File: src/code_word_framer_pkg.sv
package code_word_framer_pkg;

  // Register byte offsets
  localparam logic [7:0] CTRL_OFFSET     = 8'h00;
  localparam logic [7:0] SERIAL_OFFSET   = 8'h04;
  localparam logic [7:0] HOP_PUSH_OFFSET = 8'h08;
  localparam logic [7:0] STATUS_OFFSET   = 8'h0C;

  // Control fields and reset values
  localparam int          CTRL_ENABLE_BIT = 0;
  localparam int          CTRL_BLANK_BIT  = 1;
  localparam logic [1:0]  CTRL_RESET      = 2'h0;
  localparam logic [27:0] SERIAL_RESET    = 28'h0000000;
  localparam logic [31:0] HOP_RESET       = 32'h00000000;

  // Status fields
  localparam int STATUS_STATE_LSB    = 0;
  localparam int STATUS_REPEAT_BIT   = 3;
  localparam int STATUS_SHUTOFF_BIT  = 4;
  localparam int STATUS_TXACT_BIT    = 5;
  localparam int STATUS_FIFO_CNT_LSB = 8;

  // Word layout and element counts
  localparam int         WORD_BITS       = 66;
  localparam int         HOP_BITS        = 32;
  localparam int         SERIAL_BITS     = 28;
  localparam logic [7:0] PREAMBLE_ELEMS  = 8'h17;
  localparam logic [7:0] HEADER_ELEMS    = 8'h0A;
  localparam logic [7:0] DATA_ELEMS      = 8'hC6;
  localparam logic [7:0] GUARD_ELEMS     = 8'h27;
  localparam logic [1:0] ELEMS_PER_BIT   = 2'h3;

  // Timing in printed units and derived cycle counts
  localparam int CLK_MHZ            = 100;
  localparam int TE_NORMAL_US       = 400;
  localparam int TE_BLANK_US        = 200;
  localparam int TE_NORMAL_CYCLES   = TE_NORMAL_US * CLK_MHZ;
  localparam int TE_BLANK_CYCLES    = TE_BLANK_US * CLK_MHZ;
  localparam int MS_CYCLES          = 1000 * CLK_MHZ;
  localparam int DEBOUNCE_MS        = 10;
  localparam int TRANSMIT_DELAY_MS  = 18;
  localparam int SHUTOFF_MS         = 60000;

  localparam int FIFO_DEPTH = 8;

  typedef enum logic [2:0] {
    ST_IDLE     = 3'b000,
    ST_DEBOUNCE = 3'b001,
    ST_DELAY    = 3'b010,
    ST_PREAMBLE = 3'b011,
    ST_HEADER   = 3'b100,
    ST_DATA     = 3'b101,
    ST_GUARD    = 3'b110,
    ST_LOCKOUT  = 3'b111
  } framer_state_type;

endpackage

File: src/code_word_transmit_framer.sv
`timescale 1ns/1ps

module hop_code_fifo #(
  parameter int WIDTH = 32,
  parameter int DEPTH = 8
) (
  // Clock and reset
  input  wire logic                     ref_clk_i,
  input  wire logic                     rst_i,
  // Fill side
  input  wire logic                     in_valid_i,
  output logic                          in_ready_o,
  input  wire logic [WIDTH-1:0]         in_data_i,
  // Drain side
  output logic                          out_valid_o,
  input  wire logic                     out_ready_i,
  output logic [WIDTH-1:0]              out_data_o,
  // Fill level
  output logic [$clog2(DEPTH+1)-1:0]    count_o
);
  localparam int PW = $clog2(DEPTH);
  localparam int CW = $clog2(DEPTH+1);

  logic [WIDTH-1:0] mem_q [DEPTH];
  logic [PW-1:0]    wr_q, wr_d, rd_q, rd_d;
  logic [CW-1:0]    cnt_q, cnt_d;
  logic             push, pop;

  always_comb begin
    push  = in_valid_i && (cnt_q != CW'(DEPTH));
    pop   = out_ready_i && (cnt_q != '0);
    wr_d  = push ? ((wr_q == PW'(DEPTH-1)) ? '0 : wr_q + 1'b1) : wr_q;
    rd_d  = pop ? ((rd_q == PW'(DEPTH-1)) ? '0 : rd_q + 1'b1) : rd_q;
    cnt_d = cnt_q;
    if (push && !pop) begin
      cnt_d = cnt_q + 1'b1;
    end else if (pop && !push) begin
      cnt_d = cnt_q - 1'b1;
    end
  end

  always_ff @(posedge ref_clk_i) begin
    if (rst_i) begin
      wr_q  <= '0;
      rd_q  <= '0;
      cnt_q <= '0;
    end else begin
      wr_q  <= wr_d;
      rd_q  <= rd_d;
      cnt_q <= cnt_d;
    end
    if (push) begin
      mem_q[wr_q] <= in_data_i;
    end
  end

  assign in_ready_o  = (cnt_q != CW'(DEPTH));
  assign out_valid_o = (cnt_q != '0);
  assign out_data_o  = mem_q[rd_q];
  assign count_o     = cnt_q;
endmodule // hop_code_fifo

module code_word_transmit_framer
  import code_word_framer_pkg::*;
#(
  parameter int TE_NORMAL     = code_word_framer_pkg::TE_NORMAL_CYCLES,
  parameter int TE_BLANK      = code_word_framer_pkg::TE_BLANK_CYCLES,
  parameter int MS_LEN        = code_word_framer_pkg::MS_CYCLES,
  parameter int DEBOUNCE_LEN  = code_word_framer_pkg::DEBOUNCE_MS,
  parameter int DELAY_LEN     = code_word_framer_pkg::TRANSMIT_DELAY_MS,
  parameter int SHUTOFF_LEN   = code_word_framer_pkg::SHUTOFF_MS
) (
  // Clock and reset
  input  wire logic        ref_clk_i,
  input  wire logic        rst_i,
  // APB slave
  input  wire logic        psel_i,
  input  wire logic        penable_i,
  input  wire logic        pwrite_i,
  input  wire logic [7:0]  paddr_i,
  input  wire logic [31:0] pwdata_i,
  output logic             pready_o,
  output logic [31:0]      prdata_o,
  output logic             pslverr_o,
  // Buttons and supply monitor
  input  wire logic        button_in_zero_i,
  input  wire logic        button_in_one_i,
  input  wire logic        button_in_two_i,
  input  wire logic        low_battery_i,
  // Transmit output
  output logic             pwm_o,
  output logic             tx_active_o
);
  import code_word_framer_pkg::*;

  localparam int FCW = $clog2(FIFO_DEPTH+1);

  // Register file
  logic [1:0]  ctrl_q, ctrl_d;
  logic [27:0] serial_q, serial_d;
  logic        pready_q, pready_d, pslverr_q, pslverr_d;
  logic [31:0] prdata_q, prdata_d;
  logic        fifo_in_ready, fifo_out_valid, fifo_pop;
  logic [31:0] fifo_out_data;
  logic [FCW-1:0] fifo_count;
  logic        wr_commit, hop_push;
  logic        mapped;

  // Sequencer state
  framer_state_type state_q, state_d;
  logic [16:0] te_cnt_q, te_cnt_d;
  logic [7:0]  elem_q, elem_d;
  logic [1:0]  phase_q, phase_d;
  logic [WORD_BITS-1:0] word_q, word_d;
  logic [31:0] hop_q, hop_d;
  logic [3:0]  code;
  logic [2:0]  ext, pressed_q, pressed_d;
  logic        repeat_q, repeat_d, blank_q, blank_d, shutoff_q, shutoff_d;
  logic [7:0]  ms_q, ms_d;
  logic [15:0] shut_q, shut_d;
  logic [16:0] tick_cnt_q, tick_cnt_d;
  logic        pwm_q, pwm_d, txact_q, txact_d;
  logic        ms_tick, te_tick, start, restart, in_tx;
  logic [16:0] te_len;
  logic [3:0]  btn;

  hop_code_fifo #(
    .WIDTH (32),
    .DEPTH (FIFO_DEPTH)
  ) u_fifo (
    .ref_clk_i   (ref_clk_i),
    .rst_i       (rst_i),
    .in_valid_i  (hop_push),
    .in_ready_o  (fifo_in_ready),
    .in_data_i   (pwdata_i),
    .out_valid_o (fifo_out_valid),
    .out_ready_i (fifo_pop),
    .out_data_o  (fifo_out_data),
    .count_o     (fifo_count)
  );

  // APB: writes commit at the edge where pready is sampled high
  always_comb begin
    mapped    = (paddr_i == CTRL_OFFSET) || (paddr_i == SERIAL_OFFSET) ||
                (paddr_i == HOP_PUSH_OFFSET) || (paddr_i == STATUS_OFFSET);
    wr_commit = psel_i && penable_i && pready_q && pwrite_i;
    hop_push  = wr_commit && (paddr_i == HOP_PUSH_OFFSET);
    ctrl_d    = (wr_commit && paddr_i == CTRL_OFFSET) ? pwdata_i[1:0] : ctrl_q;
    serial_d  = (wr_commit && paddr_i == SERIAL_OFFSET) ? pwdata_i[27:0] : serial_q;
    pready_d  = 1'b0;
    pslverr_d = 1'b0;
    prdata_d  = 32'h00000000;
    if (psel_i && penable_i && !pready_q) begin
      // A push into a full FIFO stalls the bus until a word drains
      pready_d  = !(pwrite_i && paddr_i == HOP_PUSH_OFFSET && !fifo_in_ready);
      pslverr_d = pready_d && !mapped;
      if (!pwrite_i) begin
        case (paddr_i)
          CTRL_OFFSET:   prdata_d = {30'h00000000, ctrl_q};
          SERIAL_OFFSET: prdata_d = {4'h0, serial_q};
          STATUS_OFFSET: begin
            prdata_d[STATUS_STATE_LSB +: 3]         = state_q;
            prdata_d[STATUS_REPEAT_BIT]             = repeat_q;
            prdata_d[STATUS_SHUTOFF_BIT]            = shutoff_q;
            prdata_d[STATUS_TXACT_BIT]              = txact_q;
            prdata_d[STATUS_FIFO_CNT_LSB +: FCW]    = fifo_count;
          end
          default:       prdata_d = 32'h00000000;
        endcase
      end
    end
  end

  always_ff @(posedge ref_clk_i) begin
    if (rst_i) begin
      ctrl_q    <= CTRL_RESET;
      serial_q  <= SERIAL_RESET;
      pready_q  <= 1'b0;
      pslverr_q <= 1'b0;
      prdata_q  <= 32'h00000000;
    end else begin
      ctrl_q    <= ctrl_d;
      serial_q  <= serial_d;
      pready_q  <= pready_d;
      pslverr_q <= pslverr_d;
      prdata_q  <= prdata_d;
    end
  end

  // Sequencer
  always_comb begin
    // External to internal button code: {three, two, one, zero}
    btn[3] = button_in_two_i;
    btn[2] = button_in_two_i;
    btn[1] = button_in_one_i | (button_in_two_i & button_in_zero_i);
    btn[0] = button_in_zero_i & (~button_in_two_i | button_in_one_i);
    ext    = {button_in_two_i, button_in_one_i, button_in_zero_i};
    in_tx  = (state_q == ST_PREAMBLE) || (state_q == ST_HEADER) ||
             (state_q == ST_DATA) || (state_q == ST_GUARD);
    te_len = ctrl_q[CTRL_BLANK_BIT] ? 17'(TE_BLANK) : 17'(TE_NORMAL);
    te_tick = in_tx && (te_cnt_q == te_len - 17'h00001);
    ms_tick = (tick_cnt_q == 17'(MS_LEN - 1));
    tick_cnt_d = ms_tick ? 17'h00000 : tick_cnt_q + 17'h00001;

    state_d   = state_q;
    te_cnt_d  = te_tick ? 17'h00000 : (in_tx ? te_cnt_q + 17'h00001 : 17'h00000);
    elem_d    = elem_q;
    phase_d   = phase_q;
    word_d    = word_q;
    hop_d     = hop_q;
    pressed_d = pressed_q;
    repeat_d  = repeat_q;
    blank_d   = blank_q;
    shutoff_d = shutoff_q;
    ms_d      = ms_q;
    shut_d    = shut_q;
    start     = 1'b0;
    restart   = 1'b0;

    case (state_q)
      ST_IDLE: begin
        if (ctrl_q[CTRL_ENABLE_BIT] && btn != 4'h0) begin
          state_d   = ST_DEBOUNCE;
          ms_d      = 8'h00;
          pressed_d = 3'h0;
          repeat_d  = 1'b0;
          shutoff_d = 1'b0;
          shut_d    = 16'h0000;
        end
      end
      ST_DEBOUNCE: begin
        pressed_d = pressed_q | ext;
        if (btn == 4'h0) begin
          state_d = ST_IDLE;
        end else if (ms_tick) begin
          ms_d = ms_q + 8'h01;
          if (ms_q == 8'(DEBOUNCE_LEN - 1)) begin
            state_d = ST_DELAY;
          end
        end
      end
      ST_DELAY: begin
        pressed_d = pressed_q | ext;
        if (ms_tick) begin
          ms_d = ms_q + 8'h01;
          if (ms_q == 8'(DELAY_LEN - 1)) begin
            start = 1'b1;
          end
        end
      end
      ST_PREAMBLE, ST_HEADER, ST_DATA, ST_GUARD: begin
        if (!repeat_q && ((ext & ~pressed_q) != 3'h0)) begin
          pressed_d = pressed_q | ext;
          restart = 1'b1;
        end else if (te_tick) begin
          elem_d = elem_q + 8'h01;
          case (state_q)
            ST_PREAMBLE: if (elem_q == PREAMBLE_ELEMS - 8'h01) begin
              state_d = ST_HEADER;
              elem_d  = 8'h00;
            end
            ST_HEADER: if (elem_q == HEADER_ELEMS - 8'h01) begin
              state_d = ST_DATA;
              elem_d  = 8'h00;
              phase_d = 2'h0;
            end
            ST_DATA: begin
              phase_d = (phase_q == ELEMS_PER_BIT - 2'h1) ? 2'h0 : phase_q + 2'h1;
              if (phase_q == ELEMS_PER_BIT - 2'h1) begin
                word_d = {1'b0, word_q[WORD_BITS-1:1]};
              end
              if (elem_q == DATA_ELEMS - 8'h01) begin
                state_d = ST_GUARD;
                elem_d  = 8'h00;
              end
            end
            default: if (elem_q == GUARD_ELEMS - 8'h01) begin
              if (ctrl_q[CTRL_ENABLE_BIT] && btn != 4'h0) begin
                repeat_d = 1'b1;
                start    = 1'b1;
              end else begin
                state_d = ST_IDLE;
              end
            end
          endcase
        end
        if (ms_tick) begin
          shut_d = shut_q + 16'h0001;
          if (shut_q == 16'(SHUTOFF_LEN - 1) && btn != 4'h0) begin
            state_d   = ST_LOCKOUT;
            shutoff_d = 1'b1;
            start     = 1'b0;
            restart   = 1'b0;
          end
        end
      end
      ST_LOCKOUT: begin
        if (btn == 4'h0) begin
          state_d = ST_IDLE;
        end
      end
      default: state_d = ST_IDLE;
    endcase

    // Merged buttons are mapped as one combination, not as an OR of codes
    code[3] = pressed_d[2];
    code[2] = pressed_d[2];
    code[1] = pressed_d[1] | (pressed_d[2] & pressed_d[0]);
    code[0] = pressed_d[0] & (~pressed_d[2] | pressed_d[1]);
    fifo_pop = start && fifo_out_valid;
    if (fifo_pop) begin
      hop_d = fifo_out_data;
    end
    if (start) begin
      blank_d = ctrl_q[CTRL_BLANK_BIT] ? ~blank_q : 1'b0;
    end
    if (start || restart) begin
      state_d  = ST_PREAMBLE;
      elem_d   = 8'h00;
      phase_d  = 2'h0;
      te_cnt_d = 17'h00000;
      word_d   = {(start ? repeat_d : repeat_q), low_battery_i, code[2], code[1], code[0], code[3],
                  serial_q,
                  (fifo_pop ? fifo_out_data : hop_q)};
    end

    // Output level for the element in progress; a blanked word stays low
    pwm_d = 1'b0;
    if (!blank_q) begin
      case (state_q)
        ST_PREAMBLE: pwm_d = ~elem_q[0];
        ST_DATA:     pwm_d = (phase_q == 2'h0) || (phase_q == 2'h1 && !word_q[0]);
        default:     pwm_d = 1'b0;
      endcase
    end
    txact_d = in_tx;
  end

  always_ff @(posedge ref_clk_i) begin
    if (rst_i) begin
      state_q    <= ST_IDLE;
      te_cnt_q   <= 17'h00000;
      elem_q     <= 8'h00;
      phase_q    <= 2'h0;
      word_q     <= '0;
      hop_q      <= HOP_RESET;
      pressed_q  <= 3'h0;
      repeat_q   <= 1'b0;
      blank_q    <= 1'b0;
      shutoff_q  <= 1'b0;
      ms_q       <= 8'h00;
      shut_q     <= 16'h0000;
      tick_cnt_q <= 17'h00000;
      pwm_q      <= 1'b0;
      txact_q    <= 1'b0;
    end else begin
      state_q    <= state_d;
      te_cnt_q   <= te_cnt_d;
      elem_q     <= elem_d;
      phase_q    <= phase_d;
      word_q     <= word_d;
      hop_q      <= hop_d;
      pressed_q  <= pressed_d;
      repeat_q   <= repeat_d;
      blank_q    <= blank_d;
      shutoff_q  <= shutoff_d;
      ms_q       <= ms_d;
      shut_q     <= shut_d;
      tick_cnt_q <= tick_cnt_d;
      pwm_q      <= pwm_d;
      txact_q    <= txact_d;
    end
  end

  assign pready_o    = pready_q;
  assign prdata_o    = prdata_q;
  assign pslverr_o   = pslverr_q;
  assign pwm_o       = pwm_q;
  assign tx_active_o = txact_q;
endmodule // code_word_transmit_framer

File: config.mk
export PLATFORM = sky130hd
export DESIGN_NAME = code_word_transmit_framer
export DESIGN_NICKNAME = d
export VERILOG_FILES = /design/src/code_word_framer_pkg.sv /design/src/code_word_transmit_framer.sv
export SDC_FILE = /design/constraint.sdc
export NUM_CORES = 1
export LEC_CHECK = 0
export ABC_AREA = 0
export BUFFER_PORTS_ARGS = -buffer_cell sky130_fd_sc_hd__buf_2
export CORE_MARGIN = 3
export CORE_UTILIZATION = 56
export DETAILED_ROUTE_END_ITERATION = 12
export MAX_ROUTING_LAYER = met4
export PLACE_DENSITY = 0.71
export SLEW_MARGIN = 25
export SYNTH_ARGS = -nofsm -noshare
export SYNTH_HDL_FRONTEND = slang
export SYNTH_SLANG_ARGS = --single-unit
export TNS_END_PERCENT = 10
File: constraint.sdc
create_clock -name ref_clk_i -period 7.1 [get_ports ref_clk_i]
set_input_delay 0.355 -clock ref_clk_i [delete_from_list [all_inputs] [get_ports ref_clk_i]]
set_output_delay 0.355 -clock ref_clk_i [all_outputs]
set_load 0.05 [all_outputs]
; Word-level counts from Yosys, hierarchy flattened
; Memories as Yosys holds them, arrays and structs flattened. A register that Yosys moved wholly into a read port is not among the register bits.
; Index checks and enable logic that the tools add are counted.
[classes]
addsub = 11
eq_ne = 37
muxes = 80
n_bitwise = 19
n_reduce_logical = 71
[ops]
columns = operator, count
row1 = $mux 66, 6
row2 = $mux 3, 20
row3 = $mux 16, 3
row4 = $mux 8, 6
row5 = $pmux 8 s3, 2
row6 = $add 17x1->17 const B, 2
row7 = $eq 8x4->1 const B, 4
row8 = $mux 32, 1
row9 = $pmux 16 s2, 1
row10 = $mux 1, 26
row11 = $logic_and 1x1->1, 20
row12 = $reduce_and 5->1, 4
row13 = $eq 3x3->1 const B, 6
row14 = $pmux 3 s3, 2
row15 = $pmux 6 s3, 1
row16 = $eq 17x17->1, 1
row17 = $eq 17x17->1 const B, 1
row18 = $sub 16x1->17 const B, 1
row19 = $add 16x1->16 const B, 1
row20 = $add 8x1->8 const B, 2
row21 = $eq 16x16->1 const B, 1
row22 = $eq 8x5->1 const B, 2
row23 = $reduce_bool 2->1, 7
row24 = $ne 3x3->1 const B, 4
row25 = other kinds (40), 94
[word_totals]
register_bits = 251
ramBits = 256
input_bits = 49
out_inout_bits = 36
elab_cells = 244
mem_count = 1
[mem_list]
columns = memory, depth, width, rd, rd_clocked_by_memory_dff, write_ports, line_no
row1 = u_fifo.mem_q, 8, 32, 1, 1, 1, code_word_transmit_framer.sv:24  ; logic [WIDTH-1:0] mem_q [DEPTH];

; Depth between registers and ports, before layout
; Gate-level depths: netlist of the first run.
[logic_depth]
depth_word = 18
ltp_mapped = 15

; By module
; From an unflattened synthesis of the first run, not the netlist that was laid out.
[unflattened]
cells_unflattened = 1565
hier_area_um2 = 20488.4
[by_module_without_submodules]
columns = mod, n_inst, cells_each, area_per_inst_um2, seq_area_each_um2
row1 = hop_code_fifo, 1, 445, 10432.5, 7947.6
row2 = code_word_transmit_framer, 1, 1120, 10055.9, 4744.6

; Worst setup path after synthesis of the first run
; Ideal clock, no wire load.
[synth_timing]
path_kind = reg-to-reg
start = reg pready_q, in the netlist pready_o
end = mem u_fifo.mem_q[4][0], enable pin
setup_time_ns = 0.468
arrival_ns = 3.607
required_ns = 6.632
path_slack_ns = 3.025
path_stages_with_launch = 6
path_buffers = 0
period_less_slack_ns = 4.075
path_cell_list = dfxtp_1 > nand3_1 > nor2_1 > and2_1 > nand2b_1 > nor3b_1
[synth_between]
elab_chain_len = 6
[synth_rtl]
columns = element, line_no
row1 = start: declaration, code_word_transmit_framer.sv:101  ; logic pready_q, pready_d, pslverr_q, pslverr_d;
row2 = start signal: assignment, code_word_transmit_framer.sv:184  ; pready_q <= pready_d;
row3 = $logic_and 1x1->1 (2 in series), code_word_transmit_framer.sv:146  ; wr_commit = psel_i && penable_i && pready_q && pwrite_i;
row4 = $logic_and 1x1->1, code_word_transmit_framer.sv:147  ; hop_push = wr_commit && (paddr_i == HOP_PUSH_OFFSET);
row5 = $logic_and 1x1->1, code_word_transmit_framer.sv:30  ; push = in_valid_i && (cnt_q != CW'(DEPTH));
row6 = via u_fifo.push, code_word_transmit_framer.sv:27  ; logic push, pop;
row7 = $mux 1, code_word_transmit_framer.sv:52  ; if (push) begin
row8 = $mux 1 (not written as such), code_word_transmit_framer.sv:53  ; mem_q[wr_q] <= in_data_i;
row9 = end: declaration, code_word_transmit_framer.sv:24
; The timed path passes the listed nets, and every way through them passes these cells.

; Worst setup path in the final report of the first run
[layout_timing]
start = reg state_q[0]
end = reg u_fifo.cnt_q[3], in the netlist u_fifo.count_o[3]
[layout_between]
elab_chain_len = 15
[layout_rtl]
columns = element, line_no
row1 = start: declaration, code_word_transmit_framer.sv:110  ; framer_state_type state_q, state_d;
row2 = start signal: assignment, code_word_transmit_framer.sv:357  ; state_q <= state_d;
row3 = $eq 3x2->1 or $eq 3x3->1 (tied branches), "code_word_transmit_framer.sv:198, code_word_transmit_framer.sv:220, code_word_transmit_framer.sv:257"
row4 = $logic_or 1x1->1 (2 in series), code_word_transmit_framer.sv:198  ; in_tx = (state_q == ST_PREAMBLE) || (state_q == ST_HEADER) ||
row5 = $logic_or 1x1->1, code_word_transmit_framer.sv:199  ; (state_q == ST_DATA) || (state_q == ST_GUARD);
row6 = $logic_and 1x1->1, code_word_transmit_framer.sv:201  ; te_tick = in_tx && (te_cnt_q == te_len - 17'h00001);
row7 = $mux 1, code_word_transmit_framer.sv:255  ; end else if (te_tick) begin
row8 = $mux 1, code_word_transmit_framer.sv:252  ; if (!repeat_q && ((ext & ~pressed_q) != 3'h0)) begin
row9 = $mux 1, code_word_transmit_framer.sv:289  ; if (shut_q == 16'(SHUTOFF_LEN - 1) && btn != 4'h0) begin
row10 = $mux 1, code_word_transmit_framer.sv:287  ; if (ms_tick) begin
row11 = $pmux 1 s2 (*), code_word_transmit_framer.sv:220  ; case (state_q)
row12 = $logic_and 1x1->1 (*), code_word_transmit_framer.sv:310  ; fifo_pop = start && fifo_out_valid;
row13 = $logic_and 1x1->1 (*), code_word_transmit_framer.sv:31  ; pop = out_ready_i && (cnt_q != '0);
row14 = $logic_not 1->1, code_word_transmit_framer.sv:35  ; if (push && !pop) begin
row15 = $logic_and 1x1->1, code_word_transmit_framer.sv:35
row16 = $mux 4 or $reduce_bool 2->1 (tied branches), --
row17 = end signal: assignment, code_word_transmit_framer.sv:50  ; cnt_q <= cnt_d;
row18 = end: declaration, code_word_transmit_framer.sv:26  ; logic [CW-1:0] cnt_q, cnt_d;
; Every way passes the cells marked *; elsewhere a longest branch is shown, timed or not.
; A chain may end at the register's enable or synchronous reset.

==> results of run 1 <==
## per-stage QoR
step | hold WS, ns | total power, uW | worst slack (ns)
after floorplan | 0.418 | 3170 | 3.03
after global placement | 0.427 | 3200 | 3.49
after detailed placement | 0.433 | 3200 | 3.39
after CTS | 0.0294 | 5660 | 3.36
after global routing | 0.0459 | 5790 | 3.09
final | 0.0532 | 5610 | 3.37
## layout by cell type (no fill, tap or decap), drive strengths merged, types with 14 or more instances in the layout
| cell | synthesis | layout |
|---|---|---|
| nand4 | 18 | 18 |
| edfxtp | 256 | 256 |
| a22oi | 30 | 30 |
| buf | 32 | 97 |
| nor3 | 24 | 24 |
| mux2i | 50 | 50 |
| dfxtp | 250 | 250 |
| xnor2 | 19 | 19 |
| xor2 | 30 | 30 |
| mux4 | 64 | 64 |
| nand2 | 109 | 109 |
| a21oi | 89 | 89 |
| nand3 | 66 | 66 |
| a211oi | 66 | 66 |
| nor2 | 147 | 147 |
| ha | 14 | 14 |
| clkinv | 0 | 17 |
| or3 | 19 | 19 |
| inv | 23 | 24 |
| o21ai | 22 | 22 |
| and2 | 53 | 53 |
| mux2 | 34 | 34 |
| clkbuf | 64 | 69 |
## path summary, 6_finish.rpt
kind,start,end,cells past startpoint
worst max-delay path,state_q[0]$_SDFFE_PP0P_,u_fifo.count_o[3]$_SDFFE_PP0P_,13
worst min-delay path,pwdata_i[31],u_fifo.mem_q[5][31]$_DFFE_PP_,1
worst max register to register,state_q[0]$_SDFFE_PP0P_,u_fifo.count_o[3]$_SDFFE_PP0P_,13
worst min register to register,tick_cnt_q[0]$_SDFF_PP0_,tick_cnt_q[0]$_SDFF_PP0_,1
## cell usage after synthesis, drive strengths merged, types with 24 or more instances
master | count | share of area
edfxtp | 256 | 0.38
buf | 32 | 0.010
and2 | 53 | 0.016
nand2 | 109 | 0.020
clkbuf | 64 | 0.012
a211oi | 66 | 0.026
xor2 | 30 | 0.013
mux2 | 34 | 0.019
nor3 | 24 | 0.0069
a22oi | 30 | 0.011
mux4 | 64 | 0.070
nand3 | 66 | 0.016
nor2 | 147 | 0.028
mux2i | 50 | 0.024
dfxtp | 250 | 0.24
a21oi | 89 | 0.022
## routing by layer
layer,global-route usage,routed length [um]
met1,0.334,19900
met2,0.368,21000
met3,0.0420,2650
met4,0.0549,890
met5,-,0
## power by group
part | switching (uW) | internal (uW)
sequential | 1.70 | 3070
combinational | 57.7 | 16.1
clock | 1060 | 1410
## cells by family after synthesis
logic type                 synth area share
and+or+nand+nor                       0.127
DFF                                   0.621
AOI/OAI and AO/OA                    0.0811
muxes                                 0.114
buffers and inverters                0.0265
xor gates and xnor gates             0.0210
adders and majority gates           0.00955
other                              0.000183
## flip-flops by register name, summed over array words and instances, names as in the netlist, 2 cells and up, named ones only
| signal | count |
|---|---|
| te_cnt_q | 17 |
| elem_q | 8 |
| word_q | 66 |
| u_fifo.rd_q | 3 |
| tick_cnt_q | 17 |
| pressed_q | 3 |
| phase_q | 2 |
| hop_q | 32 |
| u_fifo.wr_q | 3 |
| ctrl_q | 2 |
| prdata_o | 28 |
| u_fifo.count_o | 4 |
| state_q | 3 |
| serial_q | 28 |
| ms_q | 8 |
| shut_q | 16 |
| u_fifo.mem_q | 256 |
## area by class of cell
cell class	instances	area, um^2	share of cell area
Tap cell	461	577	0.0254
Sequential cell	506	12700	0.559
Inverter	23	86.3	0.00380
Clock buffer	69	1360	0.0597
Clock inverter	21	171	0.00755
Timing Repair Buffer	97	538	0.0237
Antenna cell	2	5.00	0.000220
Multi-Input combinational cell	972	7280	0.321
==> summary.txt, run 1 <==
Outcome
  – Run status: finished, final reports clean

STA
  – Setup TNS Final: 0 ns
  – Slew headroom: 0.389
  – Slew Limit Fails: 0
  – Fin crit period: 3.73 ns
  – Worst Skew: 0.0130 ns
  – Setup violations, final: 0
  – RSZ-0062 raised after global routing: false
  – F_max: 0.268 GHz
  – Final period util: 0.526
  – Slew @ Worst Pin: approximately 0.91 ns
  – Fin. Hold Viols: 0

Floorplan
  – Cell Rows: 69
  – Die height: 197 um
  – Num ports: 85
  – Die footprint: roughly 0.039 mm^2
  – Starting Density: 0.572
  – Core Area: 0.0357 mm^2
  – Die W: 197 um

Cells and area
  – Final Util: 0.636
  – Design area: 0.0227 mm^2
  – Net count reported at finish: approximately 1700
  – Final std cells w/o fill: roughly 2200
  – Area grow syn2layout: 11.1%
  – Filler cells: 2690
  – Share of post-route cells with drive strength above 1: 0.184

Clocking
  – Post-CTS Setup Bufs: 0
  – Maximum level of the CTS H-tree: 2
  – Post-cts resize count: 0
  – Worst skew pair latency: 0.58 ns
  – Cts bufs inserted: 48
  – CTS hold repair buffers: 0
  – Number of clock sinks: roughly 510
  – Root Driver: clkbuf_16
  – Clock slew at reported path FFs: 0.07 ns
  – Max Buffers Root-to-Sink: 3
  – TritonCTS clock tree: yes

Synthesis
  – Cell variety after synth: 81
  – Yosys warnings: 0
  – Post-synth top flop: edfxtp_1
  – Sequential share of the synthesized area: 0.621
  – Synth Register Bits: 506
  – Mapped Avg Cell Area: 12.8 um^2
  – FFs w/ async S/R, synth: 0
  – Post-synthesis cell count: 1594
  – Post-synthesis cell area: roughly 0.02 mm^2
  – Post-synth EDFFs: 256

Detailed routing
  – DR iter-0 viols: 1032
  – Drt total wl: 44.4 mm
  – Routed vias: 12919
  – DRC viols: 0
  – DR vias/cell: roughly 6.0
  – WL per Instance: 20.6 um
  – Post-DRT Antenna Nets: 0
  – Pre-antenna DRT Iters: 5

Run
  – Max_cap viols: 0

Global routing
  – Largest net degree at the start of global routing: 101
  – Global Route Usage Sum: 0.238
  – Initial antenna violation count: 2
  – Grt total ovfl: 0
  – First-pass GRT wire length: 70.2 mm
  – Vias in the first global route: about 13000

Place
  – Gp weighted congestion: 0.891
  – Placed Instances: 2059
  – Post-DP HPWL: 26.3 mm
  – Port bufs: 80
  – Dpl cell area: 0.0212 mm^2

Power
  – Leakage: approximately 0.0075 uW
  – Maximum VDD drop: 0.198 mV
  – Pwr/cell area: between 200 and 250 mW/mm^2

Worst setup path
  – Critical Path Max Stage Delay: between 0.7 and 0.8 ns
  – Critical-path cell list: and3b_1 -> nor2_1 -> nor4_4 -> nand3_1 -> a21o_1 -> nand2_1 -> ha_1 -> a21oi_1 -> nand2b_1 -> nor3b_1 -> a22oi_1 -> a21o_1 -> a21oi_1
  – Crit Path Class: reg -> reg
  – Worst Path Buf+Inv: 0
  – Worst reg-to-reg setup slack: 3.37 ns
  – Nature of the critical path endpoint: register
  – Crit-path slowest cell: dfxtp_1
  – CP Launch Type: register
  – Crit path DAT: 4.16 ns
  – Crit-path leading delay family: simple AND/OR/NAND/NOR gates
  – Max FO, Critical Path: 23
  – CP required: 7.53 ns

Hold path
  – Hold Path Class: in -> reg
Note: power is estimated with default switching activity, not from simulation.
==> run 2: changes to the inputs <==
- CORE_UTILIZATION: 56 -> 55
- PLACE_DENSITY: 0.71 -> 0.73
- clock period: 7.1 -> 3.05 ns (I/O delays scaled with it)
==> summary.txt, run 2 (synthesis results as in run 1) <==
Outcome
  – Run status: finished, final reports clean

Worst setup path
  – Crit path DAT: 3.48 ns
  – Reg2reg start: shut_q[7]$_SDFFE_PP0P_
  – Nature of the critical path endpoint: register
  – Worst reg-to-reg setup slack: between 0.07 and 0.08 ns
  – CP required: 3.56 ns
  – Max FO, Critical Path: 7
  – Crit Path Class: reg -> reg
  – CP Launch Type: register
  – R2R cell count: 13
  – Worst reg2reg endpoint: u_fifo.count_o[3]$_SDFFE_PP0P_

Cells and area
  – Register area: about 0.013 mm^2
  – Filler cells: ~2600
  – Commonest non-fill, non-tap cell in the layout: edfxtp_1
  – Commonest non-fill, non-tap cells in the layout: 256 x edfxtp_1, 248 x dfxtp_1, 144 x nor2_1
  – Multi-input gate area: approximately 0.0073 mm^2
  – Max reg flops: about 260
  – Final Util: 0.663
  – Registers with the most flip-flops: u_fifo.mem_q x256, word_q x66, hop_q x32
  – Area grow syn2layout: 17.0%
  – Share of post-route cells with drive strength above 1: 0.207
  – Most flop-heavy register: u_fifo.mem_q
  – Net count reported at finish: 1799

Detailed routing
  – Post-DRT Antenna Nets: 0
  – Pre-antenna DRT Iters: 5
  – DRC viols: 0
  – DR iter-0 viols: 1153
  – WL per Instance: 21.0 um
  – Drt total wl: 47.1 mm
  – Routed vias: roughly 13000
  – DR vias/cell: 5.94

Clocking
  – Clock slew at reported path FFs: 0.06 ns
  – Number of clock sinks: 506
  – TritonCTS clock tree: yes
  – Maximum level of the CTS H-tree: 2
  – Worst skew pair latency: slightly below 0.6 ns
  – Root Driver: clkbuf_16
  – Max Buffers Root-to-Sink: 3
  – Cts bufs inserted: 50

STA
  – RSZ-0062 raised after global routing: true
  – Setup TNS Final: 0 ns
  – Slew headroom: 0.394
  – Fin crit period: 2.98 ns
  – Fin. Hold Viols: 0
  – Slew @ Worst Pin: 0.909 ns
  – Setup violations, final: 0
  – Worst Skew: a little over 0.02 ns
  – F_max: 0.336 GHz
  – Final period util: 0.976
  – Slew Limit Fails: 0

Run
  – Max_cap viols: 0

Floorplan
  – Die height: 199 um
  – Cell Rows: 69
  – Die footprint: between 0.03 and 0.04 mm^2
  – Core Area: 0.0361 mm^2
  – Die W: between 150 and 200 um
  – Num ports: 85
  – Starting Density: 0.567

Power
  – Leakage: 0.00806 uW
  – Maximum VDD drop: 0.388 mV
  – Pwr/cell area: 589 mW/mm^2

Global routing
  – Largest net degree at the start of global routing: about 160
  – Grt total ovfl: 0
  – Initial antenna violation count: 1
  – First-pass GRT wire length: 73.5 mm
  – Global Route Usage Sum: 0.248
  – Vias in the first global route: 13365

Place
  – Post-DP HPWL: 27.9 mm
  – Port bufs: 80
  – Gp weighted congestion: 0.905

Hold path
  – Hold path depth: 5
  – Hold Path Class: in -> reg
  – Hold_sp: paddr_i[0]
  – Hold EP: prdata_o[0]$_SDFF_PP0_
## run 2: critical path, stage by stage, from the launching register on
cell	delay [ns]
dfxtp_1	0.34
or4b_1	0.58
nor3_4	0.27
nand3b_4	0.16
nand3_1	0.14
a21o_1	0.14
nand2_1	0.09
ha_1	0.30
a21oi_1	0.07
nand2b_1	0.18
nor3b_1	0.21
a22oi_1	0.11
a21o_1	0.20
a21oi_1	0.13
## run 2: area by class of cell
| type | count | area share |
|---|---|---|
| Timing Repair Buffer | 181 | 0.0585 |
| Tap cell | 461 | 0.0241 |
| Inverter | 23 | 0.00361 |
| Sequential cell | 506 | 0.531 |
| Clock inverter | 30 | 0.0176 |
| Antenna cell | 1 | 0.000105 |
| Clock buffer | 64 | 0.0592 |
| Multi-Input combinational cell | 973 | 0.306 |
## run 2: where the power goes
part	internal, uW	switching (uW)	leakage (uW)	total, uW
sequential	7130	3.10	0.00431	7140
clock	4070	2660	0.000894	6730
combinational	79.3	151	0.00286	230
## run 2: per-stage QoR
stage                     hold WS, ns  setup slack, ns  instance area [um^2]  total power [uW]  instances
final                          0.0387           0.0736                 23900             14100       2239
after floorplan                 0.251            -1.02                 20500              7370       1597
after CTS                     0.00230           0.0216                 23900             14200       2237
after global routing           0.0683           -0.100                 23900             14500       2239
after global placement          0.418           0.0456                 21600              7460       2098
after detailed placement        0.436          -0.0370                 21600              7470       2098
## run 2: worst max-delay path by stage
| stage | slack [ns] | start | endpoint |
|---|---|---|---|
| floorplan | -1.02 | pready_o$_SDFF_PP0_ | u_fifo.mem_q[4][0]$_DFFE_PP_ |
| global placement | 0.05 | shut_q[7]$_SDFFE_PP0P_ | u_fifo.count_o[3]$_SDFFE_PP0P_ |
| detailed placement | -0.04 | shut_q[7]$_SDFFE_PP0P_ | u_fifo.count_o[3]$_SDFFE_PP0P_ |
| CTS | 0.02 | tick_cnt_q[11]$_SDFF_PP0_ | word_q[9]$_SDFFE_PP0P_ |
| global route | -0.10 | shut_q[7]$_SDFFE_PP0P_ | u_fifo.count_o[3]$_SDFFE_PP0P_ |
| finish | 0.07 | shut_q[7]$_SDFFE_PP0P_ | u_fifo.count_o[3]$_SDFFE_PP0P_ |
## run 2: timing repair
item | CTS | global route
endpoints found under the hold margin | 297 | 0
endpoints found under the setup margin | 1 | 45
pin swaps | 1 | 3
gates resized for setup | 1 | 3
gates cloned | 0 | 1
buffers inserted | 0 | 0
hold buffers | 45 | 0
## run 2: metal layers
layer / vias up / GRT usage / share of wire
met1: 6526 / 0.325 / 0.42
met5: - / - / 0
li1: 6205 / - / -
met3: 106 / 0.0418 / 0.068
met4: 0 / 0.0877 / 0.028
met2: 458 / 0.394 / 0.49
